### src/rtcdm_pkg.sv
package rtcdm_pkg;

  // ----------------------------------------------------------------
  // register offsets
  // ----------------------------------------------------------------
  localparam logic [3:0] OFS_CTRL2   = 4'h1;
  localparam logic [3:0] OFS_DAY     = 4'h5;
  localparam logic [3:0] OFS_WDAY    = 4'h6;
  localparam logic [3:0] OFS_MONTH   = 4'h7;
  localparam logic [3:0] OFS_YEAR    = 4'h8;
  localparam logic [3:0] OFS_MIN_M   = 4'h9;
  localparam logic [3:0] OFS_HOUR_M  = 4'ha;
  localparam logic [3:0] OFS_DAY_M   = 4'hb;
  localparam logic [3:0] OFS_WDAY_M  = 4'hc;

  // ----------------------------------------------------------------
  // field positions and reset values
  // ----------------------------------------------------------------
  localparam int         FLAG_BIT    = 3;
  localparam int         IRQ_EN_BIT  = 1;
  localparam int         CENT_BIT    = 7;
  localparam int         DIS_BIT     = 7;
  localparam logic [5:0] RST_DAY     = 6'h01;
  localparam logic [4:0] RST_MONTH   = 5'h01;
  localparam logic [7:0] RST_YEAR    = 8'h00;
  localparam logic [7:0] RST_MATCH   = 8'h80;

  typedef struct packed {
    logic       century;
    logic [4:0] month;
    logic [5:0] day;
    logic [2:0] wday;
    logic [7:0] year;
  } rtcdm_date_t;

  typedef struct packed {
    logic [7:0] minute;
    logic [7:0] hour;
    logic [7:0] day;
    logic [7:0] wday;
  } rtcdm_match_t;

  // ----------------------------------------------------------------
  // bcd helpers
  // ----------------------------------------------------------------
  function automatic logic [7:0] bcd_inc(input logic [7:0] v);
    if (v[3:0] == 4'h9) bcd_inc = {v[7:4] + 4'h1, 4'h0};
    else bcd_inc = {v[7:4], v[3:0] + 4'h1};
  endfunction

  // 10*t + u is a multiple of four when u + 2t is
  function automatic logic is_leap(input logic [7:0] y);
    logic [1:0] s;
    s = y[1:0] + {y[4], 1'b0};
    is_leap = (s == 2'b00);
  endfunction

  function automatic logic [5:0] last_day(input logic [4:0] m, input logic leap);
    case (m)
      5'h02:   last_day = leap ? 6'h29 : 6'h28;
      5'h04, 5'h06, 5'h09, 5'h11: last_day = 6'h30;
      default: last_day = 6'h31;
    endcase
  endfunction

endpackage

### src/rtcdm_calendar.sv
`timescale 1ns/1ps
// Summary of operation
// - day of month kept as bcd 01..31 in bits 5..0
// - february gets day 29 when year divisible by four, 00 included
// - weekday is a three bit value 0..6, meaning left to software
// - month bit 7 is century: 0 means 20xx, 1 means 19xx
// - century bit flips when the year wraps from 99 to 00
// - month kept as bcd 01..12 in bits 4..0
// - year kept as eight bit bcd 00..99
// - flag sets when all enabled match fields first agree with time
// - flag stays set until software clears it
// - after clearing, flag sets only on a new arrival at the match
// - match registers with disable bit high are ignored
// - bit 7 of each match register is an active low enable
// - minute match holds bcd 00..59 in bits 6..0
// - hour match holds bcd 00..23 in its low bits
// - day match holds bcd 01..31 in its low bits
// - weekday match holds 0..6 in its low bits
// - writing 0 clears the flag, writing 1 leaves it alone
// - interrupt pin follows the flag only while irq enable is 1
module rtcdm_calendar
  import rtcdm_pkg::*;
(
  // clock and reset
  input  wire logic       clock,
  input  wire logic       rstn,
  // register port from the serial interface
  input  wire logic [3:0] reg_addr,
  input  wire logic       reg_wr,
  input  wire logic [7:0] reg_wdata,
  input  wire logic       reg_rd,
  output logic [7:0]      reg_rdata_q,
  // time of day from the hour and minute counters
  input  wire logic [6:0] cur_minute,
  input  wire logic [5:0] cur_hour,
  input  wire logic       hour_wrap,
  // interrupt pin, open drain
  output logic            irq_out_q,
  output logic            irq_oe_q
);

  // ----------------------------------------------------------------
  // state
  // ----------------------------------------------------------------
  rtcdm_date_t  date_q;
  rtcdm_date_t  date_nxt;
  rtcdm_match_t mreg_q;
  logic         flag_q;
  logic         irq_en_q;
  logic         hit;
  logic         wr_day;
  logic         wr_wday;
  logic         wr_month;
  logic         wr_year;
  logic         wr_ctrl2;
  logic         date_wr;

  assign wr_day   = reg_wr && (reg_addr == OFS_DAY);
  assign wr_wday  = reg_wr && (reg_addr == OFS_WDAY);
  assign wr_month = reg_wr && (reg_addr == OFS_MONTH);
  assign wr_year  = reg_wr && (reg_addr == OFS_YEAR);
  assign wr_ctrl2 = reg_wr && (reg_addr == OFS_CTRL2);
  assign date_wr  = wr_day || wr_wday || wr_month || wr_year;

  // ----------------------------------------------------------------
  // calendar advance
  // ----------------------------------------------------------------
  rtcdm_date_next u_next (
    .cur (date_q),
    .nxt (date_nxt)
  );

  // a software write in the same cycle as the hour wrap wins for the
  // whole date, so a half-updated date can never be seen
  always_ff @(posedge clock or negedge rstn) begin
    if (!rstn) begin
      date_q <= '{century: 1'b0, month: RST_MONTH, day: RST_DAY,
                  wday: 3'd0, year: RST_YEAR};
    end else if (date_wr) begin
      if (wr_day) date_q.day <= reg_wdata[5:0];
      if (wr_wday) date_q.wday <= reg_wdata[2:0];
      if (wr_month) begin
        date_q.century <= reg_wdata[CENT_BIT];
        date_q.month   <= reg_wdata[4:0];
      end
      if (wr_year) date_q.year <= reg_wdata;
    end else if (hour_wrap) begin
      date_q <= date_nxt;
    end
  end

  // ----------------------------------------------------------------
  // match registers
  // ----------------------------------------------------------------
  // only the documented value bits are stored; unused bits read zero
  always_ff @(posedge clock or negedge rstn) begin
    if (!rstn) begin
      mreg_q <= '{minute: RST_MATCH, hour: RST_MATCH, day: RST_MATCH,
                  wday: RST_MATCH};
    end else if (reg_wr) begin
      case (reg_addr)
        OFS_MIN_M:  mreg_q.minute <= reg_wdata;
        OFS_HOUR_M: mreg_q.hour <= {reg_wdata[7], 1'b0, reg_wdata[5:0]};
        OFS_DAY_M:  mreg_q.day <= {reg_wdata[7], 1'b0, reg_wdata[5:0]};
        OFS_WDAY_M: mreg_q.wday <= {reg_wdata[7], 4'h0, reg_wdata[2:0]};
        default: ;
      endcase
    end
  end

  rtcdm_match u_match (
    .clock      (clock),
    .rstn       (rstn),
    .mreg       (mreg_q),
    .cur_minute (cur_minute),
    .cur_hour   (cur_hour),
    .cur_date   (date_q),
    .hit        (hit)
  );

  // ----------------------------------------------------------------
  // flag and interrupt enable
  // ----------------------------------------------------------------
  // a hit in the cycle of a clearing write wins, so no event is lost
  always_ff @(posedge clock or negedge rstn) begin
    if (!rstn) flag_q <= 1'b0;
    else if (hit) flag_q <= 1'b1;
    else if (wr_ctrl2 && !reg_wdata[FLAG_BIT]) flag_q <= 1'b0;
  end

  always_ff @(posedge clock or negedge rstn) begin
    if (!rstn) irq_en_q <= 1'b0;
    else if (wr_ctrl2) irq_en_q <= reg_wdata[IRQ_EN_BIT];
  end

  // pin is pulled low while active; the low level itself is constant
  always_ff @(posedge clock or negedge rstn) begin
    if (!rstn) begin
      irq_out_q <= 1'b0;
      irq_oe_q  <= 1'b0;
    end else begin
      irq_out_q <= 1'b0;
      irq_oe_q  <= flag_q && irq_en_q;
    end
  end

  // ----------------------------------------------------------------
  // read port
  // ----------------------------------------------------------------
  // timer bits of the control register belong elsewhere and read zero
  always_ff @(posedge clock or negedge rstn) begin
    if (!rstn) begin
      reg_rdata_q <= 8'h00;
    end else if (reg_rd) begin
      case (reg_addr)
        OFS_CTRL2:  reg_rdata_q <= {4'h0, flag_q, 1'b0, irq_en_q, 1'b0};
        OFS_DAY:    reg_rdata_q <= {2'b00, date_q.day};
        OFS_WDAY:   reg_rdata_q <= {5'h00, date_q.wday};
        OFS_MONTH:  reg_rdata_q <= {date_q.century, 2'b00, date_q.month};
        OFS_YEAR:   reg_rdata_q <= date_q.year;
        OFS_MIN_M:  reg_rdata_q <= mreg_q.minute;
        OFS_HOUR_M: reg_rdata_q <= mreg_q.hour;
        OFS_DAY_M:  reg_rdata_q <= mreg_q.day;
        OFS_WDAY_M: reg_rdata_q <= mreg_q.wday;
        default:    reg_rdata_q <= 8'h00;
      endcase
    end
  end
endmodule // rtcdm_calendar

### src/rtcdm_date_next.sv
`timescale 1ns/1ps
module rtcdm_date_next
  import rtcdm_pkg::*;
(
  // current and next date
  input  rtcdm_date_t cur,
  output rtcdm_date_t nxt
);

  logic [7:0] day_inc;
  logic [7:0] mon_inc;
  logic [7:0] yr_inc;

  assign day_inc = bcd_inc({2'b00, cur.day});
  assign mon_inc = bcd_inc({3'b000, cur.month});
  assign yr_inc  = bcd_inc(cur.year);

  always_comb begin
    nxt      = cur;
    nxt.wday = (cur.wday >= 3'd6) ? 3'd0 : cur.wday + 3'd1;
    if (cur.day >= last_day(cur.month, is_leap(cur.year))) begin
      nxt.day = RST_DAY;
      if (cur.month >= 5'h12) begin
        nxt.month = RST_MONTH;
        if (cur.year == 8'h99) begin
          nxt.year    = RST_YEAR;
          nxt.century = ~cur.century;
        end else begin
          nxt.year = yr_inc;
        end
      end else begin
        nxt.month = mon_inc[4:0];
      end
    end else begin
      nxt.day = day_inc[5:0];
    end
  end

endmodule // rtcdm_date_next

### src/rtcdm_match.sv
`timescale 1ns/1ps
module rtcdm_match
  import rtcdm_pkg::*;
(
  // clock and reset
  input  wire logic         clock,
  input  wire logic         rstn,
  // compared values
  input  rtcdm_match_t      mreg,
  input  wire logic [6:0]   cur_minute,
  input  wire logic [5:0]   cur_hour,
  input  rtcdm_date_t       cur_date,
  // result
  output logic              hit
);

  logic eq_min;
  logic eq_hour;
  logic eq_day;
  logic eq_wday;
  logic all_eq;
  logic all_eq_q;

  // a disabled field always counts as equal
  assign eq_min  = mreg.minute[DIS_BIT] || (mreg.minute[6:0] == cur_minute);
  assign eq_hour = mreg.hour[DIS_BIT] || (mreg.hour[6:0] == {1'b0, cur_hour});
  assign eq_day  = mreg.day[DIS_BIT] || (mreg.day[6:0] == {1'b0, cur_date.day});
  assign eq_wday = mreg.wday[DIS_BIT] || (mreg.wday[2:0] == cur_date.wday);
  assign all_eq  = eq_min && eq_hour && eq_day && eq_wday;

  always_ff @(posedge clock or negedge rstn) begin
    // reset state equals the idle level: every field starts disabled, so
    // the comparator already agrees and no false event follows reset
    if (!rstn) all_eq_q <= 1'b1;
    else all_eq_q <= all_eq;
  end

  // only the first cycle of agreement counts, a lasting match does not
  assign hit = all_eq && !all_eq_q;

endmodule // rtcdm_match

### config.mk
export PLATFORM = sky130hd
export DESIGN_NAME = rtcdm_calendar
export DESIGN_NICKNAME = d
export VERILOG_FILES = /design/src/rtcdm_pkg.sv /design/src/rtcdm_calendar.sv /design/src/rtcdm_date_next.sv /design/src/rtcdm_match.sv
export SDC_FILE = /design/constraint.sdc
export NUM_CORES = 1
export LEC_CHECK = 0
export BUFFER_PORTS_ARGS = -buffer_cell sky130_fd_sc_hd__buf_2
export CELL_PAD_IN_SITES_DETAIL_PLACEMENT = 0
export CELL_PAD_IN_SITES_GLOBAL_PLACEMENT = 1
export CORE_ASPECT_RATIO = 0.5
export CORE_UTILIZATION = 42
export DETAILED_ROUTE_END_ITERATION = 16
export GPL_ROUTABILITY_DRIVEN = 1
export PLACE_DENSITY_LB_ADDON = 0.1
export SLEW_MARGIN = 30
export SYNTH_ARGS = -nofsm -noshare
export SYNTH_HDL_FRONTEND = slang
export SYNTH_SLANG_ARGS = --single-unit
### constraint.sdc
create_clock -name clock -period 2.7 [get_ports clock]
set_clock_uncertainty 0.2 [all_clocks]
set_input_delay 0.405 -clock clock [delete_from_list [all_inputs] [get_ports clock]]
set_output_delay 0.405 -clock clock [all_outputs]
set_load 0.02 [all_outputs]
; ---- Yosys cells after proc, flatten, opt, wreduce, memory -nomap -nowiden
; Index checks and enable logic that the tools add are counted.
[word_totals]
ff_bits = 61
in_bits = 30
wordCells = 120
[classes]
addsub = 8
magnitude_cmp = 3
n_eq_ne = 26
n_mux = 23
bitwise = 1
n_reduce_logical = 42
[op_table]
columns = cell, count
row1 = 8-bit case mux with 9 select lines, 1
row2 = 23-bit 2-to-1 mux, 2
row3 = 8-bit 2-to-1 mux, 5
row4 = "4-bit == test, second input constant", 8
row5 = 6-bit 2-to-1 mux, 5
row6 = "4-bit by 1-bit adder with 4-bit output, second input constant", 4
row7 = "4-bit by 3-bit == test with 1-bit output, second input constant", 3
row8 = 6-bit == test, 2
row9 = 6-bit case mux with 2 select lines, 1
row10 = 2-bit AND reduction, 6
row11 = 1-bit logical AND, 11
row12 = "5-bit by 3-bit == test with 1-bit output, second input constant", 2
row13 = 5-bit 2-to-1 mux, 2
row14 = 5-bit AND reduction, 2
row15 = 2-bit nonzero test, 5
row16 = 3-bit nonzero test, 3
row17 = "8-bit == test, second input constant", 1
row18 = "2-bit inequality test, second input constant", 4
row19 = 4-bit AND reduction, 2
row20 = 7-bit == test, 1
row21 = 1-bit logical OR, 7
row22 = 6-bit greater-or-equal comparator, 1
row23 = 3-bit 2-to-1 mux, 2
row24 = 3-bit AND reduction, 2
row25 = 16 further kinds, 21

; ---- Longest topological paths before layout
[logic_depth]
depth_word = 8
ltp_mapped = 10

; ---- Hierarchy
; A second synthesis with hierarchy kept.
[hier_totals]
cells_unflattened = 404
hier_area_um2 = 4376.7
[by_module_without_submodules]
columns = mod, instances, cells_per_inst, area_each_um2
row1 = rtcdm_calendar, 1, 257, 3329.4
row2 = rtcdm_date_next, 1, 114, 752.0
row3 = rtcdm_match, 1, 33, 295.3

; ---- Worst setup path after synthesis
; Ideal clock, no wire load.
[synth_timing]
path_kind = flip-flop to flip-flop
startpoint = reg date_q[17] in the netlist's numbering
endpoint = reg date_q[0] in the netlist's numbering
setup_ns = 0.125
arrival_time_ns = 2.635
required_time_ns = 2.375
path_slack_ns = -0.260
stages_incl_launch_ff = 10
n_path_buf = 1
period_less_slack_ns = 2.960
cell_sequence = dfstp_2 -> clkbuf_1 -> nor3_1 -> a22oi_1 -> ha_1 -> or4b_4 -> o221ai_4 -> a21oi_4 -> o22a_4 -> mux2_4
[synth_via]
elab_chain_cells = 6
[synth_lines]
columns = item, line_no
row1 = "start, declared", rtcdm_calendar.sv:45  ; rtcdm_date_t date_q;
row2 = "start signal, assigned", rtcdm_calendar.sv:77  ; date_q <= '{century: 1'b0, month: RST_MONTH, day: RST_DAY,
row3 = "start signal, assigned", rtcdm_calendar.sv:88  ; date_q <= date_nxt;
row4 = "5-bit by 3-bit == test with 1-bit output, or another cell as far along", rtcdm_pkg.sv:59  ; case (m)
row5 = 4-bit OR reduction, rtcdm_pkg.sv:59
row6 = 6-bit case mux with 2 select lines, rtcdm_pkg.sv:59
row7 = 6-bit greater-or-equal comparator, rtcdm_date_next.sv:21  ; if (cur.day >= last_day(cur.month, is_leap(cur.year))) begin
row8 = 2-bit nonzero test (no source line), n/a
row9 = 4-bit AND reduction (no source line) (*), n/a
; Mark *: on every way between the ends. The rest lies on a longest branch, timed or not.
; A chain may end at the register's enable or synchronous reset.

; ---- Final worst setup path
[layout_timing]
startpoint = reg date_q[1] in the netlist's numbering
endpoint = reg date_q[0] in the netlist's numbering
[layout_via]
elab_chain_cells = 7
[layout_lines]
columns = item, line_no
row1 = 2-bit adder or 4-bit == test (tied branches), "rtcdm_pkg.sv:54, rtcdm_pkg.sv:47"
row2 = 2-bit logical NOT or 8-bit 2-to-1 mux (tied branches), "rtcdm_pkg.sv:55, rtcdm_pkg.sv:47"
row3 = 1-bit 2-to-1 mux or 8-bit 2-to-1 mux (tied branches), "rtcdm_pkg.sv:60, rtcdm_date_next.sv:25"
row4 = 6-bit case mux with 2 select lines or 8-bit 2-to-1 mux (tied branches), "rtcdm_pkg.sv:59, rtcdm_date_next.sv:23"
row5 = 6-bit greater-or-equal comparator or 8-bit 2-to-1 mux (tied branches), rtcdm_date_next.sv:21
row6 = 2-bit nonzero test (no source line) or 23-bit 2-to-1 mux (tied branches), n/a
row7 = 4-bit AND reduction (no source line) or 23-bit 2-to-1 mux (tied branches), n/a
; Several ways; a longest one is shown, not always the timed one. The select of a mux whose other input is x is not followed.

==> metrics.md <==
| Metric | Value |
|---|---|
| Outcome | `complete, but fails checks` |
| Violated checks | `negative setup slack` |
| Core Region | `9510 µm²` |
| # setup viols final | `19` |
| Async set-reset flop share out of synthesis | `1.00` |
| Cells after synthesis | `415` |
| Final period util | `1.07` |
| Starting Density | `0.435` |
| Syn Area/Cell | `9.96 µm²` |
| Chip width | `142 µm` |
| Drt via density | `6.09` |
| Most common cell after layout, fill and taps aside | `dfrtp_1` |
| I/O Buffers | `38` |
| WHS Endpoint | `mreg_q[30]` |
| Global-route wire length before repair | `20.9 mm` |
| Final min period | `2.89 ns` |
| I/O pin count | `40` |
| Worst-path clk slew | `0.05 ns` |
| Max-Slew Margin vs Limit | `0.518` |
| #FFs+latches synth | `61` |
| Post-synth cell types | `79` |
| CP Class | `flop to flop` |
| Worst R2R End | `date_q[0]` |
| Flop2flop setup slack | `-0.19 ns` |
| Post-place instance area | `4670 µm²` |
| Hold path depth | `2` |
| Leakage | `2.20 nW` |
| Die outline height | `72.1 µm` |
| Hold Crit Start | `reg_wdata[6]` |
| Fmax | `0.346 GHz` |
| Most frequent cells in the layout | `dfrtp_1, buf_2, buf_4, mux2_2` |
| Top_reg_cell synth | `dfrtp_1` |
| CTS tree | `built` |
| CTS Buffer Depth | `2` |
| Final ANT Viol Nets | `0` |
| Routed len/inst | `21.9 µm` |
| RSZ-0062 raised after global routing | `yes` |
| Final instance area | `5140 µm²` |
| Total number of vias | `3749` |
| Number of global-route vias before repair | `3642` |
| Post-synth EDFFs | `0` |
| Area grow syn2layout | `24.3%` |
| Layout cells sized above 1 | `0.353` |
| WHS | `0.121 ns` |
| RR Startpoint | `date_q[1]` |
| Post-synth top area share | `0.327` |
| Register area share after synthesis | `0.371` |
| DR iter-0 viols | `373` |
| Synth top area cells | `dfrtp_1, mux2_2, dfstp_2` |
| Rows | `25` |
| Critical path startpoint category | `flop` |
| Crit. End Element | `flop` |
| Worst Path Required | `2.73 ns` |
| Power Dens Cells | `824 nW/µm²` |
| Final nets | `517` |
| Number of clock sinks | `61` |
| Number of CTS-inserted buffers | `9` |
| Post-Syn Area | `4130 µm²` |
| Diode count | `0` |
| First-pass iteration count of the detailed router | `5` |
| Arr. time, crit path | `2.92 ns` |
| Largest net degree at the start of global routing | `37` |
| Area leader, netlist | `dfrtp_1` |
| GP Congestion | `0.953` |
| Worst VDD drop | `347 µV` |
| Max Cap Viol | `0` |
| Worst r2r path cells | `10` |
| Setup WS post-layout | `-0.194 ns` |
| Root Driver | `clkbuf_16` |
| Critical Path Fanout Max | `3` |
| Hpwl dp | `9.88 mm` |
| GRT Util Overall | `0.279` |
| Worst Tran Pin Value | `0.720 ns` |
| Fin. Hold Viols | `0` |
| H-tree Lvls | `3` |
| Clk_lat worst skew | `0.34 ns` |
| Synthesis Warnings | `0` |
| GRT overflow | `0` |
| Hold Crit Class | `input pin to flop` |
| Area of the die | `10300 µm²` |
| Post-Route WL | `13.5 mm` |
| Antenna violations before repair | `0` |
| Fillcell total | `891` |
| Syn Nets | `456` |
| DRC Markers | `0` |
| Final Max Slew Viols | `0` |
## cells by family (layout without fill, tap and decap cells)
logic type	count (synthesis)	after routing	share of synthesized area
other cells	1	1	0.000907
flops	61	61	0.371
fa+ha+maj	11	11	0.0333
simple gates	96	96	0.127
mux	45	45	0.124
buf+inv	53	119	0.0545
compound gates	121	121	0.233
xor+xnor	27	27	0.0572
## stage by stage
step	total power [W]	instances	utilization	worst slack (ns)	TNS, ns
detailed placement	0.00298	596	0.491	-0.174	-1.76
finish	0.00424	616	0.540	-0.194	-2.16
CTS	0.00417	615	0.529	-0.192	-2.20
global route	0.00447	616	0.540	-0.261	-3.51
floorplan	0.00239	415	-	-0.146	-0.631
global placement	0.00293	596	0.491	-0.146	-1.35
## layout make-up
class / instances / area (µm²) / share of cell area
Multi-Input combinational cell: 301 / 2510 / 0.490
Sequential cell: 61 / 1540 / 0.299
Timing Repair Buffer: 80 / 539 / 0.105
Clock buffer: 10 / 229 / 0.0446
Tap cell: 135 / 169 / 0.0329
Inverter: 23 / 86.3 / 0.0168
Clock inverter: 6 / 63.8 / 0.0124
## metal layers
metal,up-vias,global-route usage,wire (µm)
met4,0,0.0777,134
met1,1862,0.398,6380
li1,1695,-,-
met2,176,0.398,5560
met5,-,0,0
met3,16,0.0944,1390
## timing repair
action,CTS,global route
setup buffers,2,3
gates resized for setup,13,18
hold buffers,1,0
endpoints found under the setup margin,19,20
pin swaps,5,10
hold endpoints to repair,21,0
## worst max-delay path by stage
| stage | start | to | slack [ns] |
|---|---|---|---|
| finish | date_q[1] | date_q[0] | -0.19 |
| global route | date_q[1] | date_q[19] | -0.26 |
| CTS | date_q[1] | date_q[0] | -0.19 |
| detailed placement | date_q[1] | date_q[14] | -0.17 |
| global placement | date_q[1] | date_q[0] | -0.15 |
| floorplan | date_q[4] | date_q[0] | -0.15 |
## report_power, final
| group | total [W] | internal, W | switching (W) | leakage, nW |
|---|---|---|---|---|
| registers | 0.00146 | 0.00117 | 0.000293 | 0.750 |
| logic | 0.00162 | 0.000798 | 0.000819 | 1.31 |
| clock network | 0.00115 | 0.000712 | 0.000442 | 0.138 |
## worst max-delay path, stage by stage (launching register included)
cell and delay, ns:
dfrtp_1 0.39, xor2_1 0.17, o21ai_1 0.12, nand2_1 0.07, a22oi_2 0.19, ha_1 0.25, or4b_4 0.52, o221ai_4 0.27
a21oi_4 0.07, o22a_4 0.23, mux2_4 0.29
## cells in the mapped netlist, types with 4 or more instances
library cell	number
a21oi_1	8
a221oi_1	6
a22o_1	6
a22oi_1	10
a31oi_1	6
and3_1	7
buf_1	5
buf_2	6
clkbuf_1	16
dfrtp_1	54
dfstp_2	7
ha_1	11
inv_1	23
mux2_2	34
mux2i_1	6
nand2_1	23
nand3_1	12
nand4_1	4
nor2_1	12
nor2b_1	6
nor3_1	9
o21ai_0	14
o22ai_1	13
o2bb2ai_1	4
o31ai_1	5
xnor2_1	16
xor2_1	11
## flip-flops by register name, summed over array words and instances, names as in the netlist
name / count
u_match.all_eq_q: 1
date_q: 23
mreg_q: 26
irq_oe_q: 1
reg_rdata_q: 8
irq_en_q: 1
flag_q: 1
(Power assumes the default switching activity.)
